--- src/verilog/cap_hdr_pkg.sv ---
//------------------------------------------------------------
// Shared constants and types for the capability header bank
//------------------------------------------------------------
package cap_hdr_pkg;

	// Register byte offsets
	localparam logic [11:0] ARI_HDR_OFS = 12'h160;
	localparam logic [11:0] ARI_CTRL_OFS = 12'h164;
	localparam logic [11:0] BANK_CTRL_OFS = 12'h170;
	localparam logic [11:0] BANK_STAT_OFS = 12'h174;
	localparam logic [11:0] SRIOV_HDR_OFS = 12'h200;

	// Capability identifiers and version
	localparam logic [15:0] ARI_CAP_ID = 16'h000e;
	localparam logic [15:0] SRIOV_CAP_ID = 16'h0010;
	localparam logic [3:0] CAP_VERSION = 4'h1;

	// Field positions inside the header, control and status words
	localparam int ID_LSB = 0;
	localparam int VER_LSB = 16;
	localparam int PTR_LSB = 20;
	localparam int NEXT_FN_LSB = 8;
	localparam int DROP_FLAG_BIT = 16;
	localparam int ERR_EN_BIT = 0;
	localparam int DROP_CLR_BIT = 1;

	// Next-capability pointer targets
	localparam logic [11:0] PTR_SRIOV = 12'h200;
	localparam logic [11:0] PTR_SEC_PCIE = 12'h280;
	localparam logic [11:0] PTR_TPH = 12'h300;
	localparam logic [11:0] PTR_ATS = 12'h3c0;
	localparam logic [11:0] PTR_END = 12'h000;

	// Reset values
	localparam logic [7:0] NEXT_FN_RST = 8'h01;
	localparam logic [11:0] PTR_RST = 12'h000;
	localparam logic [31:0] WORD_RST = 32'h0000_0000;

	// Link speed generations (1 = 2.5 GT/s, 2 = 5.0 GT/s, 3 = 8.0 GT/s)
	localparam logic [1:0] LINK_GEN1 = 2'd1;
	localparam logic [1:0] LINK_GEN3 = 2'd3;
	localparam logic [1:0] PF_ZERO = 2'd0;

	// Build-time configuration of one physical function
	typedef struct packed {
		logic [1:0] link_gen;
		logic has_tph;
		logic has_ats;
		logic [15:0] vf_count;
		logic [1:0] pf_index;
	} cap_cfg_t;

endpackage : cap_hdr_pkg

--- src/verilog/cap_hdr_bank.sv ---
// Chosen here: the APB register port.
`timescale 1ns/10ps
//------------------------------------------------------------
// ARI and SR-IOV capability header bank, APB slave
//------------------------------------------------------------
// Contract
// - ARI header: ID 0x000E, version one
// - Attached VFs: pointer selects SR-IOV offset
// - PF0 at 8.0 GT/s: Secondary PCIe
// - PF0 slower with TPH: TPH offset
// - PF0 slower, ATS, no TPH: ATS
// - PFs one to three: TPH else ATS
// - Otherwise pointer reads zero
// - ARI control arbitration and reserved bits zero
// - ARI control next function, default one
// - SR-IOV header: ID 0x0010, version one
// - SR-IOV pointer uses same selection
// - Secondary PCIe only PF0 at gen3
module cap_hdr_bank #(
	parameter int LINK_GEN = 3,
	parameter bit HAS_TPH = 1'b0,
	parameter bit HAS_ATS = 1'b0,
	parameter int VF_COUNT = 0,
	parameter int PF_INDEX = 0,
	parameter logic [7:0] NEXT_FUNC = 8'h01
) (
	// Clock and reset
	input wire logic clock,
	input wire logic rst_b,
	// APB slave
	input wire logic [11:0] paddr,
	input wire logic psel,
	input wire logic penable,
	input wire logic pwrite,
	input wire logic [31:0] pwdata,
	input wire logic [3:0] pstrb,
	output logic [31:0] prdata,
	output logic pready,
	output logic pslverr,
	// Pointer shown to the rest of the function
	output logic [11:0] next_cap_ptr
);
	import cap_hdr_pkg::*;

	//------------------------------------------------------------
	// Elaboration checks
	//------------------------------------------------------------
	generate
		// Build settings this logic can serve
		if (LINK_GEN < 1 || LINK_GEN > 3) begin : g_bad_gen
			$error("LINK_GEN must be 1, 2 or 3");
		end
		if (PF_INDEX < 0 || PF_INDEX > 3) begin : g_bad_pf
			$error("PF_INDEX must be 0 to 3");
		end
		if (VF_COUNT < 0 || VF_COUNT > 65535) begin : g_bad_vf
			$error("VF_COUNT must fit sixteen bits");
		end

		// Word layout: version below pointer, pointer inside the word
		if (VER_LSB + 4 > PTR_LSB || PTR_LSB + 12 > 32) begin : g_bad_hdr
			$error("Header field layout does not fit");
		end
		// Next function field must stay in the low half above bit 0
		if (NEXT_FN_LSB < 1 || NEXT_FN_LSB + 8 > 16) begin : g_bad_fn
			$error("Next function field layout does not fit");
		end
		// Status flag must sit above the pointer copy
		if (DROP_FLAG_BIT < 12 || DROP_FLAG_BIT > 31) begin : g_bad_stat
			$error("Status flag position does not fit");
		end
		// Control bits must be distinct and inside the strobed byte
		if (ERR_EN_BIT == DROP_CLR_BIT || ERR_EN_BIT > 7 || DROP_CLR_BIT > 7) begin : g_bad_ctrl
			$error("Control bit positions clash");
		end
		// Whole words only: offsets must be word aligned
		if (ARI_HDR_OFS[1:0] != 2'b00 || ARI_CTRL_OFS[1:0] != 2'b00 || SRIOV_HDR_OFS[1:0] != 2'b00 ||
			BANK_CTRL_OFS[1:0] != 2'b00 || BANK_STAT_OFS[1:0] != 2'b00) begin : g_bad_ofs
			$error("Register offsets must be word aligned");
		end
	endgenerate

	//------------------------------------------------------------
	// Build configuration and pointer selection
	//------------------------------------------------------------
	cap_cfg_t cfg;
	logic [11:0] ptr_q;

	// Fixed settings of this function
	always_comb begin
		cfg.link_gen = LINK_GEN[1:0];
		cfg.has_tph = HAS_TPH;
		cfg.has_ats = HAS_ATS;
		cfg.vf_count = VF_COUNT[15:0];
		cfg.pf_index = PF_INDEX[1:0];
	end

	// One selector feeds both headers
	next_cap_select u_select (
		.clock(clock),
		.rst_b(rst_b),
		.cfg(cfg),
		.ptr_q(ptr_q)
	);

	assign next_cap_ptr = ptr_q;

	//------------------------------------------------------------
	// Read-only words
	//------------------------------------------------------------
	logic [31:0] ari_hdr_word;
	logic [31:0] ari_ctrl_word;
	logic [31:0] sriov_hdr_word;
	logic [7:0] next_fn_q;

	// ARI header: ID, version, pointer
	always_comb begin
		ari_hdr_word = WORD_RST;
		ari_hdr_word[ID_LSB +: 16] = ARI_CAP_ID;
		ari_hdr_word[VER_LSB +: 4] = CAP_VERSION;
		ari_hdr_word[PTR_LSB +: 12] = ptr_q;
	end

	// ARI control: only the next function number is non-zero
	always_comb begin
		ari_ctrl_word = WORD_RST;
		ari_ctrl_word[NEXT_FN_LSB +: 8] = next_fn_q;
	end

	// SR-IOV header: version sits below the pointer
	always_comb begin
		sriov_hdr_word = WORD_RST;
		sriov_hdr_word[ID_LSB +: 16] = SRIOV_CAP_ID;
		sriov_hdr_word[VER_LSB +: 4] = CAP_VERSION;
		sriov_hdr_word[PTR_LSB +: 12] = ptr_q;
	end

	//------------------------------------------------------------
	// Next function number
	//------------------------------------------------------------
	logic [7:0] next_fn_d;

	// Loaded from the build setting after reset, never written
	always_comb begin
		next_fn_d = NEXT_FUNC;
	end

	// Next function register
	always_ff @(posedge clock or negedge rst_b) begin
		if (!rst_b) begin
			next_fn_q <= NEXT_FN_RST;
		end else begin
			next_fn_q <= next_fn_d;
		end
	end

	//------------------------------------------------------------
	// APB phase decode
	//------------------------------------------------------------
	logic setup_phase;
	logic access_phase;
	logic hit_ari_hdr;
	logic hit_ari_ctrl;
	logic hit_sriov_hdr;
	logic hit_bank_ctrl;
	logic hit_bank_stat;
	logic hit_ro_hdr;
	logic hit_any;

	// Phases of a transfer
	always_comb begin
		setup_phase = psel & ~penable;
		access_phase = psel & penable;
	end

	// Address decode on whole aligned words
	always_comb begin
		hit_ari_hdr = (paddr == ARI_HDR_OFS);
		hit_ari_ctrl = (paddr == ARI_CTRL_OFS);
		hit_sriov_hdr = (paddr == SRIOV_HDR_OFS);
		hit_bank_ctrl = (paddr == BANK_CTRL_OFS);
		hit_bank_stat = (paddr == BANK_STAT_OFS);
		hit_ro_hdr = hit_ari_hdr | hit_ari_ctrl | hit_sriov_hdr;
		hit_any = hit_ro_hdr | hit_bank_ctrl | hit_bank_stat;
	end

	//------------------------------------------------------------
	// Bank control and status
	//------------------------------------------------------------
	logic err_en_q;
	logic err_en_d;
	logic drop_q;
	logic drop_d;
	logic ctrl_wr;
	logic ro_wr;
	logic drop_clr;

	// Write strobes, taken at the access edge only
	always_comb begin
		ctrl_wr = access_phase & pwrite & hit_bank_ctrl & pstrb[0];
		ro_wr = access_phase & pwrite & hit_ro_hdr;
		drop_clr = ctrl_wr & pwdata[DROP_CLR_BIT];
	end

	// Error enable is kept, dropped-write flag is sticky
	always_comb begin
		err_en_d = err_en_q;
		if (ctrl_wr) begin
			err_en_d = pwdata[ERR_EN_BIT];
		end
		drop_d = drop_q;
		if (drop_clr) begin
			drop_d = 1'b0;
		end
		if (ro_wr) begin
			drop_d = 1'b1; // A new drop beats a clear
		end
	end

	// Control and status registers
	always_ff @(posedge clock or negedge rst_b) begin
		if (!rst_b) begin
			err_en_q <= 1'b0;
			drop_q <= 1'b0;
		end else begin
			err_en_q <= err_en_d;
			drop_q <= drop_d;
		end
	end

	//------------------------------------------------------------
	// Read-back words of the bank's own registers
	//------------------------------------------------------------
	logic [31:0] bank_ctrl_word;
	logic [31:0] bank_stat_word;

	// Control read-back: error enable only, clear bit reads zero
	always_comb begin
		bank_ctrl_word = WORD_RST;
		bank_ctrl_word[ERR_EN_BIT] = err_en_q;
	end

	// Status: pointer copy in the low bits, sticky dropped-write flag
	always_comb begin
		bank_stat_word = WORD_RST;
		bank_stat_word[ID_LSB +: 12] = ptr_q;
		bank_stat_word[DROP_FLAG_BIT] = drop_q;
	end

	//------------------------------------------------------------
	// Read data and error, prepared in the setup cycle
	//------------------------------------------------------------
	logic [31:0] rdata_q;
	logic [31:0] rdata_d;
	logic err_q;
	logic err_d;

	// Read mux; writes to header words are accepted and dropped
	always_comb begin
		rdata_d = rdata_q;
		err_d = err_q;
		if (setup_phase) begin
			rdata_d = WORD_RST;
			err_d = err_en_q & ~hit_any;
			if (!pwrite) begin
				if (hit_ari_hdr) begin
					rdata_d = ari_hdr_word;
				end
				if (hit_ari_ctrl) begin
					rdata_d = ari_ctrl_word;
				end
				if (hit_sriov_hdr) begin
					rdata_d = sriov_hdr_word;
				end
				if (hit_bank_ctrl) begin
					rdata_d = bank_ctrl_word;
				end
				if (hit_bank_stat) begin
					rdata_d = bank_stat_word;
				end
			end
		end
	end

	// Read data and error registers
	always_ff @(posedge clock or negedge rst_b) begin
		if (!rst_b) begin
			rdata_q <= WORD_RST;
			err_q <= 1'b0;
		end else begin
			rdata_q <= rdata_d;
			err_q <= err_d;
		end
	end

	//------------------------------------------------------------
	// Answer: no wait states
	//------------------------------------------------------------
	// Ready in the first access cycle, error only while selected
	always_comb begin
		pready = access_phase;
		pslverr = access_phase & err_q;
		prdata = rdata_q;
	end

endmodule : cap_hdr_bank

--- src/verilog/next_cap_select.sv ---
`timescale 1ns/10ps
//------------------------------------------------------------
// Next-capability pointer selection from build settings
//------------------------------------------------------------
module next_cap_select (
	// Clock and reset
	input wire logic clock,
	input wire logic rst_b,
	// Function configuration
	input wire cap_hdr_pkg::cap_cfg_t cfg,
	// Selected pointer
	output logic [11:0] ptr_q
);
	import cap_hdr_pkg::*;

	logic [11:0] ptr_d;

	// Priority walk over the configuration
	always_comb begin
		ptr_d = PTR_END;
		if (cfg.vf_count != 16'h0000) begin
			ptr_d = PTR_SRIOV;
		end else if (cfg.pf_index == PF_ZERO) begin
			if (cfg.link_gen == LINK_GEN3) begin
				ptr_d = PTR_SEC_PCIE;
			end else if (cfg.has_tph) begin
				ptr_d = PTR_TPH;
			end else if (cfg.has_ats) begin
				ptr_d = PTR_ATS;
			end
		end else begin
			if (cfg.has_tph) begin
				ptr_d = PTR_TPH;
			end else if (cfg.has_ats) begin
				ptr_d = PTR_ATS;
			end
		end
	end

	// Pointer register, settles one edge after reset release
	always_ff @(posedge clock or negedge rst_b) begin
		if (!rst_b) begin
			ptr_q <= PTR_RST;
		end else begin
			ptr_q <= ptr_d;
		end
	end

endmodule : next_cap_select

--- config.mk ---
export PLATFORM = sky130hd
export DESIGN_NAME = cap_hdr_bank
export DESIGN_NICKNAME = d
export VERILOG_FILES = /design/src/verilog/cap_hdr_pkg.sv /design/src/verilog/cap_hdr_bank.sv /design/src/verilog/next_cap_select.sv
export SDC_FILE = /design/constraint.sdc
export NUM_CORES = 1
export LEC_CHECK = 0
export BUFFER_PORTS_ARGS = -buffer_cell sky130_fd_sc_hd__buf_2
export CAP_MARGIN = 20
export CORE_MARGIN = 2
export CORE_UTILIZATION = 40
export DETAILED_ROUTE_END_ITERATION = 6
export GPL_TIMING_DRIVEN = 0
export PLACE_DENSITY_LB_ADDON = 0.25
export SLEW_MARGIN = 25
export SYNTH_ARGS = -nofsm -noshare
export SYNTH_HDL_FRONTEND = slang
export SYNTH_HIERARCHICAL = 1
export SYNTH_SLANG_ARGS = --single-unit
--- constraint.sdc ---
create_clock -name clock -period 2.2 [get_ports clock]
set_input_delay 0.22 -clock clock [delete_from_list [all_inputs] [get_ports clock]]
set_output_delay 0.22 -clock clock [all_outputs]
set_load 0.1 [all_outputs]
==> results.md <==
* Tightest Hold Check Type: primary input to asynchronous set/reset pin
* Antenna violations before repair at 0
* Mean Syn Cell Area at 11.6 µm²
* GR Layer Usage met3 at 0.0461
* Failing checks: hold timing
* Later-pin clock latency in the skew report at 0.27 ns
* Final period util at 0.683
* Leakage power at 1.17 nW
* Drt via density at 4.76
* H-tree levels at 2
* Initial DRC count at 60
* CTS Sinks at 32
* Die Y at 67.9 µm
* Largest net degree at the start of global routing at 33
* Total GRT Usage at 0.165
* Hold_ws at -0.00613 ns
* Worst setup SP type: primary input
* Vias in the first global route at 1304
* Vias post-DR at 1358
* Diode count at 0
* Post-Synthesis Cells at 141
* Final WS setup at 0.698 ns
* Critical Path AT at 1.71 ns
* Congestion Overflow GR at 0
* Crit-path max FO at 8
* Slew headroom at 0.413
* Measured slew at the worst slew-check pin at 0.873 ns
* Most frequently used flop master after synthesis: dfrtp_1
* Detailed placement HPWL at 2840 µm
* CTS tree: built
* Number of synthesized register bits at 32
* PD cells at 567 nW/µm²
* Status: finished with violations
* Top cells by count, synth: dfrtp_1, buf_4, a22o_2, nand2_1
* Place WS at 0.393 ns
* Setup CP Type: primary input to register
* Setup TNS at 0 ns
* Cts-stage hold buffer count at 0
* DRC viols at 0
* CP cell instances: buf_2 -> nor3_2 -> nand2_1 -> nor4_2 -> a22o_1
* Count of final hold-check violations at 10
* Ports at 99
* Wire per inst at 12.7 µm
* Initial Util at 0.412
* Die width at 67.9 µm
* Critical-path top delay cell: nor4_2
* Global-route wire length before repair at 5750 µm
* # setup viols final at 0
* Clock slew at reported path FFs at 0.06 ns
* Met1 GRT Util at 0.188
* Rows at 23
* Reg2reg start: prdata[16]$_DFFE_PN0P_
* Nets at 288
* Post-synth top area share at 0.490
* Inserted Clock Buffers at 5
* CTS root buf: clkbuf_8
* Netlist cell types at 39
* Core area at 3970 µm²
* Fin crit period at 1.50 ns
* Met2 global-route usage at 0.296
* Layout area overhead at 32.3%
* Max-slew violation count at 0
* Crit path capture type: register
* Detailed-router iteration count before antenna repair at 6
* Layout cell share with drive strength beyond 1 at 0.396
* Synth area leader: dfrtp_1
* Slowest stage delay, CP at 0.66 ns
* Dominant cell by count in the synthesized netlist: dfrtp_1
* Max rail drop VDD at 0.220 mV
* Dpl cell area at 2090 µm²
* Routed Antenna Nets at 0
* Max-cap violations at 0
* GRT Max-Usage Layer: met2
* RSZ-0062 raised after global routing: false
* Asr flop ratio synth at 1.00
* CP Data Required Time at 2.40 ns
* CTS-repair resized insts at 0
* GPL Wtd Cong at 0.831
* RR Endpoint: prdata[16]$_DFFE_PN0P_
* F_max at 666 MHz
* Routed WL at 3620 µm
* Die ar. at 4620 µm²
* Max clock buf depth at 2
* Post-synthesis sequential area ratio at 0.490
* Postcts setup bufs at 0
* Worst r2r path cells at 2
* Setup slack, reg-to-reg at 1.32 ns
* Port bufs at 49
* Number of enable flip-flop cells after synthesis at 0
* Post-Syn Area at 1640 µm²
* Worst Clk Skew at 0.00352 ns
* Leading post-synthesis cells by cell area: dfrtp_1, buf_4, a22o_2
* Post-route cell area at 2160 µm²
* Synth Warn # at 6
[cell type report]
type                       count  area (µm²)
clock buffer                   6        72.6
fill                         374        1810
buffer                        20         146
inverter                       1        3.75
sequential                    32         801
timing repair buffer          49         245
multi-input combinational    126         827
tap                           50        62.6
clock inverter                 1        5.00
[state kept, by name, indices dropped and copies added (netlist names)]
name,count
u_select/ptr_q,4
prdata,25
err_en_q,1
err_q,1
drop_q,1
[report_power, final]
group,switching [W],internal (W),leakage (nW)
Combinational,0.000184,0.0000468,0.685
Sequential,0.000000129,0.000589,0.442
Clock,0.000192,0.000214,0.0410
Total,0.000376,0.000850,1.17
[per-layer routing]
| metal | part of all wire | vias to the layer above |
|---|---|---|
| li1 | - | 662 |
| met1 | 0.40 | 642 |
| met2 | 0.51 | 48 |
| met3 | 0.072 | 6 |
| met4 | 0.015 | 0 |
| met5 | 0 | - |
[worst max-delay path by stage]
stage / start / to / slack [ns] / cells past startpoint
floorplan: penable / err_en_q$_DFFE_PN0P_ / 0.45 / 4
global placement: paddr[1] / prdata[9]$_DFFE_PN0P_ / 0.40 / 5
detailed placement: paddr[9] / prdata[6]$_DFFE_PN0P_ / 0.39 / 5
CTS: paddr[9] / prdata[9]$_DFFE_PN0P_ / 0.69 / 5
global route: paddr[1] / prdata[9]$_DFFE_PN0P_ / 0.57 / 5
finish: paddr[1] / prdata[9]$_DFFE_PN0P_ / 0.70 / 5
[cells in the final DEF, fill, tap and decap left out, types with 2 or more instances in the layout]
| master | n |
|---|---|
| a22o_1 | 8 |
| a22o_2 | 10 |
| a32o_1 | 2 |
| and2_1 | 3 |
| and3_1 | 2 |
| buf_2 | 49 |
| buf_4 | 15 |
| buf_6 | 2 |
| clkbuf_1 | 4 |
| clkbuf_8 | 5 |
| conb_1 | 41 |
| dfrtp_1 | 32 |
| nand2_1 | 10 |
| nand2b_1 | 2 |
| nand3_1 | 3 |
| nand4_1 | 4 |
| nand4bb_1 | 2 |
| nor2_1 | 8 |
| nor3_1 | 4 |
| nor4_2 | 2 |
| nor4_4 | 3 |
| o21ai_0 | 4 |
[critical path: cells and delay by family]
kind,cells,cell delay (ns)
AND/OR/NAND/NOR,3,1.13
buffers and inverters,1,0.11
AO/OA/AOI/OAI,1,0.24
[cells by family (layout without fill, tap and decap cells)]
| group | count (synthesis) | after routing | synth area share |
|---|---|---|---|
| compound gates | 31 | 31 | 0.174 |
| other cells | 3 | 41 | 0.00689 |
| buf+inv | 21 | 77 | 0.0918 |
| simple gates | 52 | 52 | 0.225 |
| mux | 1 | 1 | 0.00689 |
| flops | 32 | 32 | 0.490 |
| xor+xnor | 1 | 1 | 0.00536 |
[stage by stage]
step,power [W],std cells,utilization
global route,0.00128,285,0.545
CTS,0.00123,285,0.545
floorplan,0.000783,179,-
finish,0.00123,285,0.545
global placement,0.000826,278,0.525
detailed placement,0.000827,278,0.525
Note: power is estimated with default switching activity, not from simulation.
